`src/rot_consts.vh`:
```
// Constants for the byte rotate execution unit.
// Assumes inclusion by bare name from the design files under src/.
`ifndef ROT_CONSTS_VH
`define ROT_CONSTS_VH
`define OPC_RLN        6'h11
`define OPC_RRC        6'h0c
`define OPC_HI         15
`define OPC_LO         10
`define BIT_DEST       9
`define BIT_ACC        8
`define ACC_SPLIT      8'h80
`define IDX_LIMIT      8'h5f
`define ACC_HI_BANK    4'hf
`define PH_DECODE      2'h0
`define PH_READ        2'h1
`define PH_PROCESS     2'h2
`define PH_WRITE       2'h3
`define RST_BYTE       8'h00
`define RST_ADDR       12'h000
`define ZERO_BYTE      8'h00
`define FILE_HI        7
`define FILE_LO        0
`define SIGN_BIT       7
`define ACC_LO_BANK    4'h0
`endif

```
`src/rot_alu.v`:
```
// Combinational rotate unit for the two rotate operations.
// Assumes the caller registers operand, carry and select around it.
module rot_alu (
  input  wire       right_sel,
  input  wire [7:0] operand,
  input  wire       carry_in,
  output reg  [7:0] result,
  output reg        carry_out
);
  always @* begin
    if (right_sel) begin
      result    = {carry_in, operand[7:1]};
      carry_out = operand[0];
    end else begin
      result    = {operand[6:0], operand[7]};
      carry_out = carry_in;
    end
  end
endmodule

```
`src/rotate_exec.v`:
```
// Execution datapath for left rotate without carry and right rotate through carry.
// Assumes a data memory port with combinational read data and a one-cycle write
// strobe, and instruction words from logic on the same clock.
`include "rot_consts.vh"

module rotate_exec (
  input  wire        clk,
  input  wire        rst_n,
  input  wire        instr_valid,
  input  wire [15:0] instr,
  input  wire [3:0]  bank_select_register,
  input  wire        ext_set_en,
  input  wire [11:0] index_base,
  input  wire [7:0]  mem_rdata,
  output reg  [11:0] mem_addr,
  output reg  [7:0]  mem_wdata,
  output reg         mem_we,
  output reg  [7:0]  w_acc,
  output reg         flag_c,
  output reg         flag_n,
  output reg         flag_z,
  output reg  [1:0]  phase,
  output reg         busy,
  output reg         illegal
);

  // ----------------------------------------------------------------
  // Registers and the rotate unit
  // ----------------------------------------------------------------
  reg        right_q;
  reg        right_d;
  reg        dest_q;
  reg        dest_d;
  reg [7:0]  opnd_q;
  reg [7:0]  opnd_d;
  reg [7:0]  res_q;
  reg [7:0]  res_d;
  reg        cout_q;
  reg        cout_d;
  reg [1:0]  phase_d;
  reg        busy_d;
  reg        illegal_d;
  reg [11:0] mem_addr_d;
  reg [7:0]  mem_wdata_d;
  reg        mem_we_d;
  reg [7:0]  w_acc_d;
  reg        flag_c_d;
  reg        flag_n_d;
  reg        flag_z_d;
  reg [11:0] addr_d;
  wire [7:0] alu_res;
  wire       alu_c;
  wire [5:0] opc;
  wire [7:0] file_sel;
  wire       is_left;
  wire       is_right;
  wire       known_op;
  wire       take;

  rot_alu u_alu (
    .right_sel (right_q),
    .operand   (opnd_q),
    .carry_in  (flag_c),
    .result    (alu_res),
    .carry_out (alu_c)
  );

  // ----------------------------------------------------------------
  // Instruction decode
  // ----------------------------------------------------------------
  assign opc      = instr[`OPC_HI:`OPC_LO];
  assign file_sel = instr[`FILE_HI:`FILE_LO];
  assign is_left  = (opc == `OPC_RLN);
  assign is_right = (opc == `OPC_RRC);
  assign known_op = is_left | is_right;
  // Words offered outside the decode phase are ignored, never queued.
  assign take     = instr_valid & known_op & (phase == `PH_DECODE);

  // ----------------------------------------------------------------
  // Operand address formation
  // ----------------------------------------------------------------
  always @* begin
    if (instr[`BIT_ACC]) begin
      addr_d = {bank_select_register, file_sel};
    end else if (ext_set_en && (file_sel <= `IDX_LIMIT)) begin
      addr_d = index_base + {4'h0, file_sel};
    end else if (file_sel < `ACC_SPLIT) begin
      addr_d = {`ACC_LO_BANK, file_sel};
    end else begin
      addr_d = {`ACC_HI_BANK, file_sel};
    end
  end

  // ----------------------------------------------------------------
  // Four-phase sequence
  // ----------------------------------------------------------------
  always @* begin
    phase_d   = phase;
    busy_d    = busy;
    illegal_d = 1'h0;
    case (phase)
      `PH_DECODE: begin
        if (take) begin
          phase_d = `PH_READ;
          busy_d  = 1'h1;
        end
        illegal_d = instr_valid & ~known_op;
      end
      `PH_READ: begin
        phase_d = `PH_PROCESS;
      end
      `PH_PROCESS: begin
        phase_d = `PH_WRITE;
      end
      `PH_WRITE: begin
        phase_d = `PH_DECODE;
        busy_d  = 1'h0;
      end
      default: begin
        phase_d = `PH_DECODE;
        busy_d  = 1'h0;
      end
    endcase
  end

  // ----------------------------------------------------------------
  // Operand and result path
  // ----------------------------------------------------------------
  always @* begin
    right_d = right_q;
    dest_d  = dest_q;
    opnd_d  = opnd_q;
    res_d   = res_q;
    cout_d  = cout_q;
    if (take) begin
      right_d = is_right;
      dest_d  = instr[`BIT_DEST];
    end
    if (phase == `PH_READ) begin
      opnd_d = mem_rdata;
    end
    if (phase == `PH_PROCESS) begin
      res_d  = alu_res;
      cout_d = alu_c;
    end
  end

  // ----------------------------------------------------------------
  // Destination and status updates
  // ----------------------------------------------------------------
  always @* begin
    mem_addr_d  = mem_addr;
    mem_wdata_d = mem_wdata;
    mem_we_d    = 1'h0;
    w_acc_d     = w_acc;
    flag_c_d    = flag_c;
    flag_n_d    = flag_n;
    flag_z_d    = flag_z;
    if (take) begin
      mem_addr_d = addr_d;
    end
    if (phase == `PH_WRITE) begin
      if (dest_q) begin
        mem_wdata_d = res_q;
        mem_we_d    = 1'h1;
      end else begin
        w_acc_d = res_q;
      end
      flag_c_d = cout_q;
      flag_n_d = res_q[`SIGN_BIT];
      flag_z_d = (res_q == `ZERO_BYTE);
    end
  end

  // ----------------------------------------------------------------
  // Registers
  // ----------------------------------------------------------------
  always @(posedge clk) begin
    if (!rst_n) begin
      phase   <= `PH_DECODE;
      busy    <= 1'h0;
      illegal <= 1'h0;
    end else begin
      phase   <= phase_d;
      busy    <= busy_d;
      illegal <= illegal_d;
    end
  end

  always @(posedge clk) begin
    if (!rst_n) begin
      right_q <= 1'h0;
      dest_q  <= 1'h1;
      opnd_q  <= `RST_BYTE;
      res_q   <= `RST_BYTE;
      cout_q  <= 1'h0;
    end else begin
      right_q <= right_d;
      dest_q  <= dest_d;
      opnd_q  <= opnd_d;
      res_q   <= res_d;
      cout_q  <= cout_d;
    end
  end

  always @(posedge clk) begin
    if (!rst_n) begin
      mem_addr  <= `RST_ADDR;
      mem_wdata <= `RST_BYTE;
      mem_we    <= 1'h0;
      w_acc     <= `RST_BYTE;
      flag_c    <= 1'h0;
      flag_n    <= 1'h0;
      flag_z    <= 1'h0;
    end else begin
      mem_addr  <= mem_addr_d;
      mem_wdata <= mem_wdata_d;
      mem_we    <= mem_we_d;
      w_acc     <= w_acc_d;
      flag_c    <= flag_c_d;
      flag_n    <= flag_n_d;
      flag_z    <= flag_z_d;
    end
  end

endmodule

```
`config.mk`:
```
export PLATFORM = sky130hd
export DESIGN_NAME = rotate_exec
export DESIGN_NICKNAME = d
export VERILOG_FILES = /design/src/rot_alu.v /design/src/rotate_exec.v
export VERILOG_INCLUDE_DIRS = /design/src /design/src/src
export SDC_FILE = /design/constraint.sdc
export NUM_CORES = 1
export LEC_CHECK = 0
export BUFFER_PORTS_ARGS = -buffer_cell sky130_fd_sc_hd__buf_2
export CORE_ASPECT_RATIO = 1.5
export CORE_UTILIZATION = 40
export CTS_BUF_LIST = sky130_fd_sc_hd__clkbuf_4 sky130_fd_sc_hd__clkbuf_8
export DETAILED_ROUTE_END_ITERATION = 6
export GPL_TIMING_DRIVEN = 1
export PLACE_DENSITY_LB_ADDON = 0.25
export RECOVER_POWER = 50
export SETUP_SLACK_MARGIN = 0.1
export SKIP_CTS_REPAIR_TIMING = 1
export SLEW_MARGIN = 15
export SYNTH_ARGS = -nofsm -noshare
export SYNTH_HDL_FRONTEND = slang
export SYNTH_SLANG_ARGS = --single-unit
```
`constraint.sdc`:
```
create_clock -name clk -period 2 [get_ports clk]
set_input_delay 0.4 -clock clk [delete_from_list [all_inputs] [get_ports clk]]
set_output_delay 0.4 -clock clk [all_outputs]
set_load 0.01 [all_outputs]
```
== Word-level counts from Yosys, hierarchy flattened ==
Cells that the tools add are included.

* Register bits: 55
* Logic and storage cells: 49

* Equality and inequality tests: 6
* Multiplexer cells: 10
* $add $sub $neg: 1
* Reduce and logical (&&, ||, !) cells: 9
* Order comparisons: 2
* Bitwise operators: 6

{| class="wikitable"
|+ Operator list
! operator !! number
|-
| 12-bit 2-to-1 mux || 3
|-
| 12-bit by 8-bit adder with 12-bit output || 1
|-
| 2-bit AND reduction || 5
|-
| 8-bit by 7-bit <= comparator with 1-bit output (second input constant) || 1
|-
| 8-bit logical NOT || 1
|-
| 8-bit < comparator (second input constant) || 1
|-
| 8-bit 2-to-1 mux || 1
|-
| 2-bit one-hot mux with 4 select lines || 1
|-
| 6-bit by 4-bit equality test with 1-bit output (second input constant) || 1
|-
| 6-bit by 5-bit equality test with 1-bit output (second input constant) || 1
|-
| 2-bit equality test (second input constant) || 2
|-
| 1-bit bitwise AND || 3
|-
| 1-bit 2-to-1 mux || 3
|-
| 2-bit by 1-bit equality test with 1-bit output (second input constant) || 1
|-
| 2-bit logical NOT || 1
|-
| 2-bit 2-to-1 mux || 1
|-
| 2-bit != test (second input constant) || 1
|-
| 1-bit NOT || 2
|-
| 1-bit one-hot mux with 2 select lines || 1
|-
| 2-bit nonzero test || 1
|-
| 1-bit logical AND || 1
|-
| 1-bit OR || 1
|}

== Depth between registers and ports, before layout ==
* Depth in word-level cells: 6
* Gate-level depth with buffers: 9
* Gate-level depth less buffers: 9

== Modules after synthesis ==
Synthesis repeated with hierarchy kept, for this count alone.

* Cells, all modules: 316
* Area total of the unflattened synthesis: 2849.0 um^2

{| class="wikitable"
|+ Modules (own cells, without submodules)
! module !! seq. area each (um^2) !! area an instance (um^2) !! cells each !! times used
|-
| rotate_exec || 1101.1 || 2702.6 || 306 || 1
|-
| rot_alu || 0.0 || 146.4 || 10 || 1
|}

== Least setup slack after synthesis ==
Ideal clock, no wire load.

* Kind: input port to flip-flop
* Start point: input port instr[0]
* End point: register mem_addr[6]
* Data required time: 1.926 ns
* Arrival time: 1.994 ns
* Cell stages on the path: 9
* Setup slack: -0.068 ns
* Setup time: 0.074 ns
* Cells stage by stage: ha_1 -> inv_1 -> fa_1 -> nor2b_1 -> o211ai_1 -> nand2_1 -> a21oi_1 -> or4b_1 -> a31oi_1

* Longest elaborated chain between the ends: 4
* Elaborated cells on any way between the ends: 5

{| class="wikitable"
|+ Ends and longest elaborated chain
! what !! RTL line !! source
|-
| start, declared || rotate_exec.v:10 || <nowiki>input wire [15:0] instr,</nowiki>
|-
| branches (longest 2 deep; another with 12-bit by 8-bit adder with 12-bit output) || n/a ||
|-
| 12-bit 2-to-1 mux * || rotate_exec.v:85 || <nowiki>end else if (ext_set_en && (file_sel <= `IDX_LIMIT)) begin</nowiki>
|-
| 12-bit 2-to-1 mux * || rotate_exec.v:83 || <nowiki>if (instr[`BIT_ACC]) begin</nowiki>
|-
| end signal, assigned || rotate_exec.v:208 || <nowiki>mem_addr <= `RST_ADDR;</nowiki>
|-
| end signal, assigned || rotate_exec.v:216 || <nowiki>mem_addr <= mem_addr_d;</nowiki>
|-
| end, declared || rotate_exec.v:15 || <nowiki>output reg [11:0] mem_addr,</nowiki>
|}

Every way passes the cells marked *.
A chain may end at the register's enable or synchronous reset.

== Worst setup path after layout ==
* Start point: input port instr[0]
* End point: register mem_addr[8]

* Longest elaborated chain between the ends: 4
* Elaborated cells on any way between the ends: 7

{| class="wikitable"
|+ Ends and longest elaborated chain
! what !! RTL line
|-
| 8-bit < comparator (no line) / 8-bit by 7-bit <= comparator with 1-bit output (equally long branches) || n/a
|-
| 12-bit 2-to-1 mux / 1-bit logical AND (equally long branches) || rotate_exec.v:87, rotate_exec.v:85
|-
| 12-bit 2-to-1 mux * || rotate_exec.v:85
|-
| 12-bit 2-to-1 mux * || rotate_exec.v:83
|}

Mark *: on every way between the ends. The rest lies on a longest branch, timed or not.

==> results.json <==
{
  "status": "completed",
  "drive_above_1_share": 0.207,
  "dp_slack_ps": -233,
  "crit_chain": "buf_8 > ha_4 > inv_2 > fa_2 > nor2b_2 > o211ai_1 > a31oi_2 > or4b_1 > o311a_1 > o22ai_1",
  "synth_flop_cell": "dfxtp_1",
  "io_pins": 80,
  "slew_violations": 0,
  "p_total_w": 0.00271,
  "clock-sinks": 55,
  "place_hpwl_um": 5020,
  "combinationalPowerShare": 0.218,
  "cp.required_ps": 2240,
  "hold_class": "in -> reg",
  "final_util": 0.535,
  "gp_congestion": 0.776,
  "layout.nets": 454,
  "period_needed_ps": 1940,
  "syn_nets": 367,
  "arrival_ps": 2180,
  "fin_skew_ps": 5.10,
  "syn_avg_cell_area_sq_um": 8.97,
  "synth-async-reset-ratio": 0,
  "gr-total-overflow": 0,
  "timing.final.hold_violations": 0,
  "p_int_w": 0.00197,
  "critical_path_class": "in -> reg",
  "cts_max_level": 2,
  "std_cell_rows": 36,
  "ys_types": 42,
  "rsz0062_at_grt": "yes",
  "finalWorstSetupSlack_ps": 63.7,
  "dieArea_sq_um": 7270,
  "yosysSeqAreaShare": 0.397,
  "ant_nets": 0,
  "yosysWarnings": 0,
  "firstDrtPassIters": 4,
  "endpoint_kind": "flop",
  "fin_crit_sh": 0.968,
  "wirelength_um": 6600,
  "seq_power_share": 0.461,
  "p_switching_w": 0.000736,
  "cts_tree": "done",
  "antenna_found_initial": 0,
  "p_sw_frac": 0.272,
  "nFillCells": 660,
  "root_buffer": "clkbuf_8",
  "relSlewSlack": 0.604,
  "synth_area_sq_um": 2770,
  "portBuffers": 79,
  "clkTransAtPathRegs_ps": 100,
  "drt_iter0_drc": 79,
  "numCtsBuffers": 5,
  "core-area_sq_um": 6580,
  "vias_per_cell": 5.24,
  "ys_seq_elements": 55,
  "die_y_um": 104,
  "pwr-share-clk": 0.321,
  "die_w_um": 70.0,
  "first_global_vias": 2535,
  "setup_viol": 0,
  "synth_cells": 309,
  "synth_edf_count": 0,
  "grtUsageTotal": 0.189,
  "setup-tns-final_ps": 0,
  "crit_path_start_kind": "primary input",
  "post-route-drc-count": 0,
  "grt_max_degree": 36,
  "cp_slowest_cell": "or4b_1",
  "dpl-instance-area_sq_um": 3380,
  "clockBufferDepth": 2,
  "final_common_cell": "dfxtp_1",
  "start_util": 0.421,
  "worstMarginPinSlew_ps": 594,
  "grt_pass1_wl_um": 11300,
  "worst-path-max-fanout": 3,
  "cellPowerDensity_nw_per_um2": 770,
  "power.leakage_nw": 1.47,
  "area_growth_pct": 26.9,
  "slowest_delay_ps": 530,
  "ir_drop_v": 0.000485,
  "maxCapViolations": 0,
  "avgRoutedWirePerCell_um": 14.0,
  "stdcell_area_sq_um": 3520,
  "final_cell_mix": "dfxtp_1, buf_2, nand2_1",
  "antenna_cells": 0,
  "vias": 2479,
  "clk_latency_ps": 310,
  "timing.fmax_mhz": 516
}
## critical path: cells and delay by family
kind	cells	cell delay, ps
and+or+nand+nor	2	580
adders and majority gates	2	340
buffers and inverters	2	140
AOI/OAI and AO/OA	4	720
## power by group through the flow
stage | sequential (W) | combinational [W] | clock, W
floorplan | 0.00126 | 0.000391 | 0
global placement | 0.00127 | 0.000568 | 0
detailed placement | 0.00127 | 0.000583 | 0
CTS | 0.00125 | 0.000588 | 0.000886
global route | 0.00126 | 0.000671 | 0.000924
finish | 0.00125 | 0.000590 | 0.000868
## per-layer routing
layer,routed length (um),up-vias,GRT usage
li1,-,1273,-
met1,2580,1137,0.197
met2,3590,58,0.365
met3,281,11,0.0329
met4,141,0,0.0686
met5,0,-,0
## path summary, 6_finish.rpt
kind | start | endpoint | slack [ps] | depth (start not counted)
worst max-delay path | instr[0] | mem_addr[8]$_SDFFE_PN0P_ | 60 | 10
worst min-delay path | instr[9] | dest_q$_SDFFE_PN1P_ | 300 | 3
worst max register to register | phase[1]$_SDFFE_PN0P_ | mem_addr[6]$_SDFFE_PN0P_ | 280 | 7
worst min register to register | mem_wdata[4]$_SDFFE_PN0P_ | mem_wdata[4]$_SDFFE_PN0P_ | 470 | 2
## cells in the mapped netlist (4+ instances only)
library cell  number  area, sq um
dfxtp_1           55         1100
nand2_1           37          139
mux2i_1           28          280
nor2b_1           21          131
nor2_1            17         63.8
o21ai_0           17         85.1
clkbuf_1          15         56.3
ha_1              13          163
nand3_1           11         55.1
a21boi_0          10         75.1
o211a_1           10          100
a21oi_1            9         45.0
inv_1              9         33.8
a31oi_1            6         37.5
xnor2_1            5         43.8
nand4_1            4         25.0
## kinds of logic (layout without fill, tap and decap cells)
family | Yosys count | count (layout) | synth area share
AOI/OAI and AO/OA | 72 | 72 | 0.183
xor gates and xnor gates | 6 | 6 | 0.0190
adders and majority gates | 14 | 14 | 0.0659
buffers and inverters | 28 | 116 | 0.0420
DFF | 55 | 55 | 0.397
muxes | 28 | 28 | 0.101
and+or+nand+nor | 106 | 106 | 0.192
## area by class of cell
type / count / area, sq um / area share
Timing Repair Buffer: 99 / 517 / 0.147
Tap cell: 76 / 95.1 / 0.0270
Clock buffer: 6 / 76.3 / 0.0217
Clock inverter: 2 / 60.1 / 0.0171
Inverter: 9 / 33.8 / 0.00961
Sequential cell: 55 / 1100 / 0.313
Multi-Input combinational cell: 226 / 1630 / 0.464
## stage by stage
| stage | std cells | hold WS (ps) |
|---|---|---|
| after floorplan | 309 | 454 |
| after global placement | 465 | 453 |
| after detailed placement | 465 | 463 |
| after CTS | 473 | 293 |
| after global routing | 473 | 308 |
| final | 473 | 302 |
## flip-flops by register name, indices dropped and copies added, names as in the netlist, 2 cells and up
signal	cells
opnd_q	8
phase	2
mem_addr	12
w_acc	8
res_q	8
mem_wdata	8
(Power assumes the default switching activity.)
